[config.mk]
export PLATFORM = sky130hd
export DESIGN_NAME = csp_ctrl
export DESIGN_NICKNAME = d
export VERILOG_FILES = /design/src/hw/csp_pkg.sv /design/src/hw/csp_pin_cell.sv /design/src/hw/csp_ctrl.sv
export SDC_FILE = /design/constraint.sdc
export NUM_CORES = 1
export LEC_CHECK = 0
export BUFFER_PORTS_ARGS = -buffer_cell sky130_fd_sc_hd__clkbuf_2
export CAP_MARGIN = 0
export CORE_ASPECT_RATIO = 1.25
export CORE_MARGIN = 2
export CORE_UTILIZATION = 40
export CTS_CLUSTER_DIAMETER = 120
export DETAILED_ROUTE_END_ITERATION = 6
export GPL_ROUTABILITY_DRIVEN = 0
export RECOVER_POWER = 100
export SYNTH_ARGS = -nofsm -noshare
export SYNTH_HDL_FRONTEND = slang
export SYNTH_SLANG_ARGS = --single-unit
[constraint.sdc]
create_clock -name clk_in -period 4.9 [get_ports clk_in]
set_input_delay 0.245 -clock clk_in [delete_from_list [all_inputs] [get_ports clk_in]]
set_output_delay 0.245 -clock clk_in [all_outputs]
set_load 0.005 [all_outputs]
[src/hw/csp_pkg.sv]
package csp_pkg;

    // =========================================================================
    // Widths
    localparam int ADDR_W  = 3;
    localparam int DATA_W  = 8;
    localparam int PORT_W  = 5;
    localparam int CNT_W   = 22;

    // =========================================================================
    // Register offsets
    localparam logic [ADDR_W-1:0] OFS_SLEEP_CTRL = 3'h0;
    localparam logic [ADDR_W-1:0] OFS_PORT_DATA  = 3'h1;
    localparam logic [ADDR_W-1:0] OFS_PORT_DIR   = 3'h2;
    localparam logic [ADDR_W-1:0] OFS_PORT_PINS  = 3'h3;
    localparam logic [ADDR_W-1:0] OFS_STATUS     = 3'h4;

    // =========================================================================
    // Field positions
    localparam int SLEEP_EN_BIT   = 0;
    localparam int SLEEP_MODE_BIT = 1;
    localparam int ST_CODE_LSB    = 0;
    localparam int ST_XTAL_BIT    = 2;
    localparam int ST_RCSEL_BIT   = 3;
    localparam int ST_LONG_BIT    = 4;
    localparam int LINE_THREE     = 3;
    localparam int LINE_FOUR      = 4;

    // =========================================================================
    // Reset values
    localparam logic [1:0]        SLEEP_CTRL_RST = 2'h0;
    localparam logic [PORT_W-1:0] PORT_DATA_RST  = 5'h00;
    localparam logic [PORT_W-1:0] PORT_DIR_RST   = 5'h00;
    localparam logic [DATA_W-1:0] RD_DATA_RST    = 8'h00;

    // =========================================================================
    // Status codes of the power state
    localparam logic [1:0] CODE_START = 2'h0;
    localparam logic [1:0] CODE_RUN   = 2'h1;
    localparam logic [1:0] CODE_IDLE  = 2'h2;
    localparam logic [1:0] CODE_PDOWN = 2'h3;

    // =========================================================================
    // Timing
    localparam int CLK_PERIOD_NS     = 4;
    localparam int STARTUP_SHORT_MS  = 1;
    localparam int STARTUP_LONG_MS   = 16;
    localparam int STARTUP_RC_US     = 16;
    localparam int RESET_MIN_NS      = 50;
    localparam int STARTUP_SHORT_CYC = (STARTUP_SHORT_MS * 1000000 + CLK_PERIOD_NS - 1) / CLK_PERIOD_NS;
    localparam int STARTUP_LONG_CYC  = (STARTUP_LONG_MS * 1000000 + CLK_PERIOD_NS - 1) / CLK_PERIOD_NS;
    localparam int STARTUP_RC_CYC    = (STARTUP_RC_US * 1000 + CLK_PERIOD_NS - 1) / CLK_PERIOD_NS;

    typedef enum logic [1:0] {
        ST_START,
        ST_RUN,
        ST_IDLE,
        ST_PDOWN
    } csp_state_t;

endpackage

[src/hw/csp_pin_cell.sv]
`timescale 1ns/1ps
`default_nettype none

module csp_pin_cell (
    input  wire logic clk_in,
    input  wire logic nrst_in,
    input  wire logic avail_in,
    input  wire logic data_we_in,
    input  wire logic dir_we_in,
    input  wire logic wr_bit_in,
    input  wire logic pin_in,
    output logic      data_out,
    output logic      dir_out,
    output logic      pin_sync_out,
    output logic      pin_out,
    output logic      pin_oe_out,
    output logic      pullup_en_out
);
    import csp_pkg::*;

    logic data_q;
    logic dir_q;
    logic meta_q;
    logic sync_q;

    // =========================================================================
    // Port bit storage and pad control
    always_ff @(posedge clk_in or negedge nrst_in) begin
        if (!nrst_in) begin
            data_q <= 1'b0;
            dir_q  <= 1'b0;
            meta_q <= 1'b0;
            sync_q <= 1'b0;
        end else begin
            if (data_we_in) begin
                data_q <= wr_bit_in;
            end
            if (dir_we_in) begin
                dir_q <= wr_bit_in;
            end
            meta_q <= pin_in;
            sync_q <= meta_q;
        end
    end

    // Flops clear at once under reset, so the pad floats with no clock
    assign pin_oe_out    = dir_q & avail_in;
    assign pullup_en_out = ~dir_q & data_q & avail_in;
    assign pin_out       = data_q;
    assign data_out      = data_q;
    assign dir_out       = dir_q;
    assign pin_sync_out  = sync_q & avail_in;

endmodule // csp_pin_cell

`default_nettype wire

[src/hw/csp_ctrl.sv]
// How it works
// - Idle halts core, peripherals keep running
// - Power-down stops oscillator, keeps registers, wakes
// - Crystal variant fuse picks 1 or 16 ms
// - Amplifier only on crystal variant, RC or external clock otherwise
// - Line three is I/O only with RC
// - Line four I/O only on RC-capable variant
// - Crystal variant port is three bits wide
// - Per-bit pull-up selectable on input pins
// - Any reset floats all port pins
// - Reset pin low over 50 ns resets
// - RC fuse zero selects internal RC clock on the non-crystal variant
`timescale 1ns/1ps
`default_nettype none

module csp_ctrl #(
    parameter logic [csp_pkg::CNT_W-1:0] SHORT_CYC = csp_pkg::CNT_W'(csp_pkg::STARTUP_SHORT_CYC),
    parameter logic [csp_pkg::CNT_W-1:0] LONG_CYC  = csp_pkg::CNT_W'(csp_pkg::STARTUP_LONG_CYC)
) (
    input  wire logic                         clk_in,
    input  wire logic                         nrst_in,
    input  wire logic                         variant_xtal_in,
    input  wire logic                         startup_long_fuse_in,
    input  wire logic                         internal_rc_select_fuse_in,
    input  wire logic                         wake_irq_in,
    input  wire logic                         sleep_instr_in,
    input  wire logic [csp_pkg::ADDR_W-1:0]   addr_in,
    input  wire logic [csp_pkg::DATA_W-1:0]   wr_data_in,
    input  wire logic                         wr_in,
    input  wire logic                         rd_in,
    input  wire logic [csp_pkg::PORT_W-1:0]   port_pin_in,
    output logic      [csp_pkg::DATA_W-1:0]   rd_data_out,
    output logic      [csp_pkg::PORT_W-1:0]   port_pin_out,
    output logic      [csp_pkg::PORT_W-1:0]   port_pin_oe_out,
    output logic      [csp_pkg::PORT_W-1:0]   port_pullup_en_out,
    output logic                              core_exec_en_out,
    output logic                              periph_run_out,
    output logic                              osc_amp_en_out,
    output logic                              rc_osc_en_out,
    output logic                              ext_clk_sel_out
);
    import csp_pkg::*;

    localparam logic [CNT_W-1:0] RC_CYC = CNT_W'(STARTUP_RC_CYC);
    localparam logic [CNT_W-1:0] ONE    = 22'h00_0001;

    // =========================================================================
    // Synchronisers for straps, fuses and the wake line
    logic [3:0] sync1_q;
    logic [3:0] sync2_q;

    always_ff @(posedge clk_in or negedge nrst_in) begin
        if (!nrst_in) begin
            sync1_q <= 4'h0;
            sync2_q <= 4'h0;
        end else begin
            sync1_q <= {wake_irq_in, internal_rc_select_fuse_in, startup_long_fuse_in, variant_xtal_in};
            sync2_q <= sync1_q;
        end
    end

    wire xtal_q   = sync2_q[0];
    wire long_q   = sync2_q[1];
    wire rcfuse_q = sync2_q[2];
    wire wake_q   = sync2_q[3];

    // =========================================================================
    // Clock source and pin availability
    wire rc_sel = ~xtal_q & ~rcfuse_q;
    wire [PORT_W-1:0] avail = {~xtal_q, rc_sel, 3'b111};

    wire [CNT_W-1:0] target = xtal_q ? (long_q ? LONG_CYC : SHORT_CYC)
                                     : RC_CYC;

    // =========================================================================
    // Register decode
    wire wr_sleep = wr_in & (addr_in == OFS_SLEEP_CTRL);
    wire wr_data  = wr_in & (addr_in == OFS_PORT_DATA);
    wire wr_dir   = wr_in & (addr_in == OFS_PORT_DIR);

    logic [1:0] sleep_ctrl_q;
    wire sleep_en   = sleep_ctrl_q[SLEEP_EN_BIT];
    wire sleep_pdwn = sleep_ctrl_q[SLEEP_MODE_BIT];

    always_ff @(posedge clk_in or negedge nrst_in) begin
        if (!nrst_in) begin
            sleep_ctrl_q <= SLEEP_CTRL_RST;
        end else if (wr_sleep) begin
            sleep_ctrl_q <= wr_data_in[1:0];
        end
    end

    // =========================================================================
    // Port bits
    logic [PORT_W-1:0] data_bits;
    logic [PORT_W-1:0] dir_bits;
    logic [PORT_W-1:0] pin_bits;

    genvar gi;
    generate
        for (gi = 0; gi < PORT_W; gi++) begin : g_pin
            csp_pin_cell u_cell (
                .clk_in        (clk_in),
                .nrst_in       (nrst_in),
                .avail_in      (avail[gi]),
                .data_we_in    (wr_data),
                .dir_we_in     (wr_dir),
                .wr_bit_in     (wr_data_in[gi]),
                .pin_in        (port_pin_in[gi]),
                .data_out      (data_bits[gi]),
                .dir_out       (dir_bits[gi]),
                .pin_sync_out  (pin_bits[gi]),
                .pin_out       (port_pin_out[gi]),
                .pin_oe_out    (port_pin_oe_out[gi]),
                .pullup_en_out (port_pullup_en_out[gi])
            );
        end
    endgenerate

    // =========================================================================
    // Power state machine
    csp_state_t       state_q;
    csp_state_t       state_d;
    logic [CNT_W-1:0] cnt_q;
    logic [CNT_W-1:0] cnt_d;

    wire delay_done = (cnt_q >= target - ONE);

    always_comb begin
        state_d = state_q;
        cnt_d   = cnt_q;
        case (state_q)
            ST_START: begin
                cnt_d = cnt_q + ONE;
                if (delay_done) begin
                    state_d = ST_RUN;
                    cnt_d   = '0;
                end
            end
            ST_RUN: begin
                if (sleep_instr_in && sleep_en) begin
                    state_d = sleep_pdwn ? ST_PDOWN : ST_IDLE;
                end
            end
            ST_IDLE: begin
                if (wake_q) begin
                    state_d = ST_RUN;
                end
            end
            ST_PDOWN: begin
                if (wake_q) begin
                    state_d = ST_START;
                    cnt_d   = '0;
                end
            end
            default: begin
                state_d = ST_START;
                cnt_d   = '0;
            end
        endcase
    end

    // Pin low resets everything with no clock needed
    always_ff @(posedge clk_in or negedge nrst_in) begin
        if (!nrst_in) begin
            state_q <= ST_START;
            cnt_q   <= '0;
        end else begin
            state_q <= state_d;
            cnt_q   <= cnt_d;
        end
    end

    // =========================================================================
    // Registered clock and run controls
    wire run_d   = (state_d == ST_RUN);
    wire perip_d = (state_d == ST_RUN) || (state_d == ST_IDLE);
    wire osc_d   = (state_d != ST_PDOWN);

    always_ff @(posedge clk_in or negedge nrst_in) begin
        if (!nrst_in) begin
            core_exec_en_out <= 1'b0;
            periph_run_out   <= 1'b0;
            osc_amp_en_out   <= 1'b0;
            rc_osc_en_out    <= 1'b0;
            ext_clk_sel_out  <= 1'b0;
        end else begin
            core_exec_en_out <= run_d;
            periph_run_out   <= perip_d;
            osc_amp_en_out   <= osc_d & xtal_q;
            rc_osc_en_out    <= osc_d & rc_sel;
            ext_clk_sel_out  <= ~xtal_q & ~rc_sel;
        end
    end

    // =========================================================================
    // Read path
    logic [1:0] st_code;

    always_comb begin
        case (state_q)
            ST_START: st_code = CODE_START;
            ST_RUN:   st_code = CODE_RUN;
            ST_IDLE:  st_code = CODE_IDLE;
            ST_PDOWN: st_code = CODE_PDOWN;
            default:  st_code = CODE_START;
        endcase
    end

    wire [DATA_W-1:0] status_word = {3'b000, long_q, rc_sel, xtal_q, st_code};
    wire [DATA_W-1:0] rd_mux =
        (addr_in == OFS_SLEEP_CTRL) ? {6'b00_0000, sleep_ctrl_q} :
        (addr_in == OFS_PORT_DATA)  ? {3'b000, data_bits & avail} :
        (addr_in == OFS_PORT_DIR)   ? {3'b000, dir_bits & avail} :
        (addr_in == OFS_PORT_PINS)  ? {3'b000, pin_bits} :
        (addr_in == OFS_STATUS)     ? status_word :
                                      RD_DATA_RST;

    // Data shows only in the cycle after the strobe
    always_ff @(posedge clk_in or negedge nrst_in) begin
        if (!nrst_in) begin
            rd_data_out <= RD_DATA_RST;
        end else begin
            rd_data_out <= rd_in ? rd_mux : RD_DATA_RST;
        end
    end
endmodule // csp_ctrl

`default_nettype wire

# == Word level (Yosys, flattened, before mapping) ==
# Index checks and enable logic that the tools add are counted.
# totals
word_cells,97
input_bits,25
ff_bits,64
output_inout_bits,28
# op_classes
addsub,2
order_cmp,1
n_bitwise,28
n_eq_ne,11
muxes,18
n_reduce_logical,6
# op_table
cell,n
$mux 22,4
$pmux 22 s2,1
$mux 5,6
$add 22x1->22 const B,1
$ge 22x22->1,1
$sub 22x1->22 const B,1
$and 1x1->1,18
$pmux 2 s4,2
$and 5x5->5,2
$mux 2,4
$not 1->1,8
$eq 2x2->1 const B,3
$eq 3x2->1 const B,2
$eq 2x1->1 const B,2
$ne 2x2->1 const B,2
$eq 3x1->1 const B,1
$eq 3x3->1 const B,1
$logic_not 3->1,1
$logic_not 2->1,1
$reduce_and 2->1,1
$reduce_bool 2->1,1
$logic_and 1x1->1,1
$logic_or 1x1->1,1
$mux 1,1

# == Logic depth before layout (Yosys ltp) ==
# Gate-level depths: netlist (run 1).
# depth
depth_word,8
depth_mapped,12
depth_no_buf,11

# == By module ==
# A second synthesis (run 1) with hierarchy kept.
# hier_totals
hier_cells,340
area_unflattened_um2,3382.0
# by_module_without_submodules
mod,n_inst,cells_per_inst,area_each_um2,seq_area_each_um2
csp_ctrl,1,290,2587.5,1101.1
csp_pin_cell,5,10,158.9,100.1

# == Worst setup path after synthesis (run 1) ==
# Ideal clock, no wire load.
# synth_path
kind,reg2reg
from,register sync2_q[0]
to,register rc_osc_en_out
t_required_ps,4764
period_less_slack_ps,2604
n_path_buf,2
setup_time_ps,136
stages_incl_launch_ff,12
arrival_time_ps,2468
setup_slack_ps,2296
path_cell_list,dfrtp_1 -> clkbuf_1 -> nand2_1 -> ha_1 -> nand4_1 -> nor4_1 -> a22oi_1 -> and3_4 -> buf_6 -> nor2_1 -> ha_1 -> nor3_1
# synth_between
elab_chain_cells,7
word_cells_on_any_way,9
cone_classes,1 x add/sub; 1 x order compare; 1 x eq/ne; 3 x mux; 3 x bitwise
# synth_rtl
element,line_no,rtl
from (decl),csp_ctrl.sv:50,logic [3:0] sync2_q;
from (signal assigned),csp_ctrl.sv:58,sync2_q <= sync1_q;
$mux 22,csp_ctrl.sv:72,wire [CNT_W-1:0] target = xtal_q ? (long_q ? LONG_CYC : SHORT_CYC)
$sub 22x1->22,csp_ctrl.sv:127,wire delay_done = (cnt_q >= target - ONE);
$ge 22x22->1,csp_ctrl.sv:127,
$mux 2,csp_ctrl.sv:135,if (delay_done) begin
$pmux 2 s4,csp_ctrl.sv:132,case (state_q)
net state_d[0],csp_ctrl.sv:123,csp_state_t state_d;
$ne 2x2->1,csp_ctrl.sv:178,wire osc_d = (state_d != ST_PDOWN);
$and 1x1->1,csp_ctrl.sv:191,rc_osc_en_out <= osc_d & rc_sel;
to (signal assigned),csp_ctrl.sv:191,
to (decl),csp_ctrl.sv:39,"output logic rc_osc_en_out,"
# The timed path passes the listed nets, and every way through them passes these cells.
# A chain may end at the register's enable or synchronous reset.

# == Worst setup path after layout (run 1) ==
# Same ends and word-level chain as after synthesis.

==> results of run 1 <==
-- timing repair --
action / CTS / global route
endpoints found under the hold margin: 8 / 0
setup endpoints to repair: 0 / 0
hold buffers: 8 / 0
-- how the worst min path moves through the flow --
stage	endpoint	cells past startpoint	slack (ns)	from
3_5_place_dp	g_pin[0].u_cell.sync_q	0	0.34	g_pin[0].u_cell.meta_q
3_3_place_gp	g_pin[0].u_cell.sync_q	0	0.33	g_pin[0].u_cell.meta_q
2_1_floorplan	cnt_q[0]	0	-0.05	nrst_in
6_report	g_pin[4].u_cell.meta_q	1	0.04	port_pin_in[4]
4_1_cts	g_pin[4].u_cell.meta_q	1	0.008	port_pin_in[4]
5_1_grt	g_pin[4].u_cell.meta_q	1	0.03	port_pin_in[4]
-- cell families (layout without fill, tap and decap cells) --
family,Yosys count,in the layout,synth area share [%]
AND/OR/NAND/NOR,116,116,17.9
AO/OA/AOI/OAI,74,74,15.0
flip-flops,64,64,47.2
buffers and inverters,40,81,7.41
adder cells (fa/ha/maj),21,21,7.74
multiplexers,14,14,4.57
other,2,5,0.221
-- where the power goes --
part           switching (W)  leakage [nW]  internal [W]
clock network       0.000221         0.105      0.000302
logic               0.000196         0.845      0.000128
registers          0.0000620         0.813      0.000591
-- per-layer routing --
layer	part of all wire, %	vias to the layer above	wire length (um)	global-route usage, %
li1	-	1251	-	-
met1	44	1253	3170	19.7
met4	1.2	0	86	7.03
met3	3.2	10	231	3.31
met5	0	-	0	0
met2	52	52	3730	28.4
-- sequential cells by signal (all words and copies together), names as in the netlist, 4 cells and up --
| signal | count |
|---|---|
| rd_data_out | 5 |
| g_pin.u_cell.dir_out | 5 |
| cnt_q | 22 |
| g_pin.u_cell.data_out | 5 |
| g_pin.u_cell.meta_q | 5 |
| g_pin.u_cell.sync_q | 5 |
| sync1_q | 4 |
| sync2_q | 4 |
-- worst register-to-register path, delay by kind of cell (launching register included) --
kind	cells	cell delay, ns
AO/OA/AOI/OAI	1	0.20
adder cells (fa/ha/maj)	2	0.61
buffers and inverters	2	0.38
flip-flops	1	0.69
AND/OR/NAND/NOR	6	1.57
-- layout by cell type (no fill, tap or decap), types with 5 or more instances in the layout --
cell,count
clkbuf_1,13
or3_1,7
dfrtp_1,64
nor3_1,6
a21oi_1,23
nor2b_1,6
nor2_1,16
clkbuf_8,10
inv_1,10
clkbuf_2,33
nand2_1,32
o311ai_0,6
mux2_2,11
a22o_1,5
o21ai_0,19
dlygate4sd3_1,8
nand4_1,6
nand3_1,21
conb_1,5
ha_1,21
and3_1,6
-- cell type report --
| type | count | area, um^2 |
|---|---|---|
| Clock buffer | 10 | 138 |
| Clock inverter | 6 | 91.3 |
| Fill cell | 806 | 4420 |
| Inverter | 10 | 37.5 |
| Multi-Input combinational cell | 230 | 1540 |
| Sequential cell | 64 | 1600 |
| Tap cell | 97 | 121 |
| Timing Repair Buffer | 55 | 299 |
-- stage by stage --
stage / cell area, um^2 / setup WS, ns
floorplan: 3410 / 2.30
global placement: 3550 / 1.71
detailed placement: 3550 / 1.64
CTS: 3860 / 1.63
global route: 3820 / 0.972
finish: 3820 / 1.35
==> impl_metrics.tcl, run 1 <==
set metrics [dict create \
    total_power_w 0.00150 \
    fin_tns_setup_ns 0 \
    grt_max_degree 65 \
    synth_top_cell_by_area "dfrtp_1" \
    cp_max_fo 21 \
    fp.dieH_um 107 \
    areaGrowthSynthToFinish_pct 12.6 \
    track_usage_pct 16.5 \
    hold_viol_final 0 \
    drt_iter0_drc 80 \
    power_density_nw_per_um2 392 \
    synth_top_area_share_pct 47.2 \
    cp_data_arrival_time_ns 3.81 \
    worst_pin_slew_ns 3.42 \
    dpl.cell_count 448 \
    clk_latency_ns 0.35 \
    numCtsBuffers 9 \
    post-route-util_pct 46.4 \
    dieArea_um2 9250 \
    synth-async-reset-ratio_pct 100 \
    cts_tree "yes" \
    grt_pass1_vias 2475 \
    row_count 37 \
    cpLargestDelayFamily "simple AND/OR/NAND/NOR gates" \
    syn_inst 331 \
    fin_skew_ns 0.00584 \
    drv_slew 65 \
    startpoint_type "flop" \
    cts_max_level 3 \
    drt_first_pass_iters 4 \
    startpoint "sync2_q[0]" \
    vias 2566 \
    cp.depth 11 \
    initial_core_util_pct 41.2 \
    numPortBuffers 46 \
    end_kind "flop" \
    ios 53 \
    clock-sinks 64 \
    peakVddDrop_v 0.000165 \
    worstPathRequired_ns 5.16 \
    rr_startpoint "sync2_q[0]" \
    synth-main-ff-cell "dfrtp_1" \
    p_leak_nw 1.76 \
    ys_seq_elements 64 \
    dieWidth_um 86.4 \
    synth_warnings 0 \
    critPathBufInv 2 \
    wl_per_cell_um 15.3 \
    finalCriticalPeriod_ns 3.55 \
    cp_slowest_stage_delay_ns 0.74 \
    syn-cell-area_um2 3400 \
    post_cts_buffers 0 \
    fmax_mhz 282 \
    ys_seq_area_share_pct 47.2 \
    path_class "reg2reg" \
    setup_violations 0 \
    grt_setup_unrepaired "false" \
    cts_resized 0 \
    antenna_left 0 \
    root_buffer "clkbuf_8" \
    grt_pass1_wl_mm 11.8 \
    slew_headroom_pct -128 \
    reg2reg_slack_ns 1.35 \
    outcome "finished with violations" \
    antenna_found_initial 0 \
    avgSynthCellArea_um2 10.3 \
    synth.area.top_cells "dfrtp_1 (47%), ha_1 (7.7%), buf_4 (4.2%), mux2_2 (4.0%), nand2_1 (3.5%)" \
    ctsLongestPathBuffers 2 \
    critPathCapture "rc_osc_en_out" \
    worst_hold_path_type "in2reg" \
    ys_types 51 \
    synth-edff-count 0 \
    violations "max-capacitance violations, max-slew violations" \
    whs_ns 0.0383 \
    ff2ff_path_depth 11 \
    slowest_stage "and3_1" \
    hpwl_mm 4.94 \
    stdcell_count 472 \
    drc 0 \
    viasPerCell 5.44 \
    core_area_um2 8240 \
    overflow 0 \
    path_cells "inv_1 > nor2_1 > inv_1 > ha_1 > nand4_1 > nor4_1 > a22oi_1 > and3_1 > nor2_1 > ha_1 > nor3_1" \
    fin_nets 416 \
    synth.most_common_cell "dfrtp_1" \
    diodes 0 \
    wl_mm 7.22 \
    max_cap_violations 1 \
    drive_gt1_share_pct 18.4 \
    synthTopCellsByCount "dfrtp_1 (64), nand2_1 (32), a21oi_1 (23), ha_1 (21), nand3_1 (20)" \
    path_clk_slew_ns 0.07 \
    reg2reg_to "rc_osc_en_out" \
    fin_crit_sh_pct 72.4 \
]
No activity file was read; power rests on OpenSTA's default activity.
==> run 2: changes to the inputs <==
==> constraint.sdc (replaced) <==
create_clock -name clk_in -period 3.2 [get_ports clk_in]
set_input_delay 0.16 -clock clk_in [delete_from_list [all_inputs] [get_ports clk_in]]
set_output_delay 0.16 -clock clk_in [all_outputs]
set_load 0.005 [all_outputs]
==> run 2 against run 1 <==
Net effect:
- the run still ends with max-capacitance violations, max-slew violations left
- die area unchanged
- register-to-register slack lost 0.99 ns
- setup slack lost 0.99 ns
- critical path depth decreased by 1
- sequential power is 52% higher
- count of clock-buffer cells in the layout increased by 1
- clock power up 49%
- first-iteration DRC count increased by 11%
- design area is 0.43% higher
- largest cell class unchanged
==> impl_metrics.tcl, run 2 (synthesis gave the netlist of run 1 again) <==
set metrics [dict create \
    outcome "finished with violations" \
    violations "max-capacitance violations, max-slew violations" \
    drc 0 \
    power_density_nw_per_um2 593 \
    reg2reg_to "rc_osc_en_out" \
    p_int_w 0.00157 \
    largest_reg_flops 22 \
    path_clk_slew_ns 0.07 \
    wl_mm 7.26 \
    pwr-share-seq_pct 43.7 \
    power_frac_comb_pct 22.1 \
    fp.dieH_um 107 \
    final_cell_mix "dfrtp_1 (64), nand2_1 (32), clkbuf_2 (32)" \
    worst_hold_path_type "in2reg" \
    finalCriticalPeriod_ns 2.84 \
    grt_pass1_vias 2462 \
    slew_headroom_pct -56.8 \
    max_cap_violations 1 \
    drt_iter0_drc 89 \
    n_fill_cell 808 \
    fin_crit_sh_pct 88.6 \
    numPortBuffers 46 \
    min_from "wr_data_in[2]" \
    multi_input_area_um2 1530 \
    overflow 0 \
    grt_setup_unrepaired "false" \
    dieArea_um2 9250 \
    clk_latency_ns 0.35 \
    fin_tns_setup_ns 0 \
    hold_viol_final 0 \
    areaGrowthSynthToFinish_pct 13.1 \
    rr_startpoint "sync2_q[0]" \
    peakVddDrop_v 0.000232 \
    initial_core_util_pct 41.2 \
    cts_max_level 3 \
    cp_max_fo 21 \
    stdcell_count 475 \
    layout_commonest_cell "dfrtp_1" \
    p_sw_share_pct 31.3 \
    fmax_mhz 353 \
    hpwl_mm 5.17 \
    reg2reg_slack_ns 0.36 \
    core_area_um2 8240 \
    end_kind "flop" \
    cts_resized 0 \
    setup_violations 0 \
    p_leak_nw 1.77 \
    cts_tree "yes" \
    numCtsBuffers 9 \
    power.switching_w 0.000713 \
    largest-register "cnt_q" \
    drv_slew 45 \
    dpl.cell_count 449 \
    cp_data_arrival_time_ns 3.10 \
    drive_gt1_share_pct 18.0 \
    clock-sinks 64 \
    antenna_left 0 \
    vias 2619 \
    worst_pin_slew_ns 2.35 \
    row_count 37 \
    grt_pass1_wl_mm 11.7 \
    viasPerCell 5.51 \
    root_buffer "clkbuf_8" \
    pwr-share-clk_pct 34.2 \
    track_usage_pct 16.5 \
    register_area_um2 1600 \
    ctsLongestPathBuffers 2 \
    path_class "reg2reg" \
    ios 53 \
    antenna_found_initial 0 \
    startpoint "sync2_q[0]" \
    grt_max_degree 45 \
    post_cts_buffers 0 \
    wl_per_cell_um 15.3 \
    min_path_cells 2 \
    min_to "g_pin[2].u_cell.dir_out" \
    dieWidth_um 86.4 \
    ff2ff_path_depth 10 \
    fin_nets 419 \
    diodes 0 \
    startpoint_type "flop" \
    fin_skew_ns 0.0102 \
    worstPathRequired_ns 3.46 \
    drt_first_pass_iters 4 \
]
## run 2: through the flow
step / instance area, um^2 / hold WS, ns / worst slack (ns) / total power (W) / util [%]
after floorplan: 3410 / -0.136 / 0.596 / 0.00144 / -
after global placement: 3560 / 0.269 / 0.495 / 0.00152 / 43.2
after detailed placement: 3560 / 0.270 / 0.438 / 0.00152 / 43.2
after CTS: 3880 / 0.0423 / 0.420 / 0.00232 / 47.1
after global routing: 3840 / 0.0443 / 0.150 / 0.00242 / 46.6
final: 3840 / 0.0538 / 0.364 / 0.00228 / 46.6
## run 2: worst max-delay path: stages (launching register included)
cell and delay (ns):
dfrtp_1 0.38, buf_4 0.22, nand2_1 0.18, ha_1 0.39
a2111oi_4 0.34, o21ai_0 0.13, a21oi_1 0.20, and3_4 0.39
nor2_1 0.15, ha_1 0.23, nor3_1 0.15
## run 2: worst max path at each step
stage	endpoint	slack [ns]	depth (start not counted)
global route	rc_osc_en_out	0.15	10
finish	rc_osc_en_out	0.36	10
global placement	cnt_q[5]	0.49	9
CTS	periph_run_out	0.42	11
floorplan	rc_osc_en_out	0.60	11
detailed placement	rc_osc_en_out	0.44	11
## run 2: layer usage
metal  global-route usage (%)  routed length, um
met1                     19.1               3100
met2                     28.0               3670
met3                     4.93                321
met4                     7.48                167
met5                        0                  0
## run 2: power by group through the flow
stage / registers (W) / logic (W) / clock network, W
after CTS: 0.000995 / 0.000531 / 0.000797
after detailed placement: 0.00101 / 0.000514 / 0
final: 0.000995 / 0.000505 / 0.000779
after floorplan: 0.000975 / 0.000462 / 0
after global routing: 0.00101 / 0.000576 / 0.000830
after global placement: 0.00101 / 0.000511 / 0
## run 2: layout make-up
type                       count  area share, %
tap                           97           3.16
sequential                    64           41.7
clock buffer                  11           3.68
inverter                      10          0.977
timing repair buffer          58           8.53
clock inverter                 5           2.08
multi-input combinational    230           39.9
## run 2: timing repair
item                                    CTS  global route
hold endpoints to repair                 46             0
endpoints found under the setup margin    0             0
hold buffers                             10             0
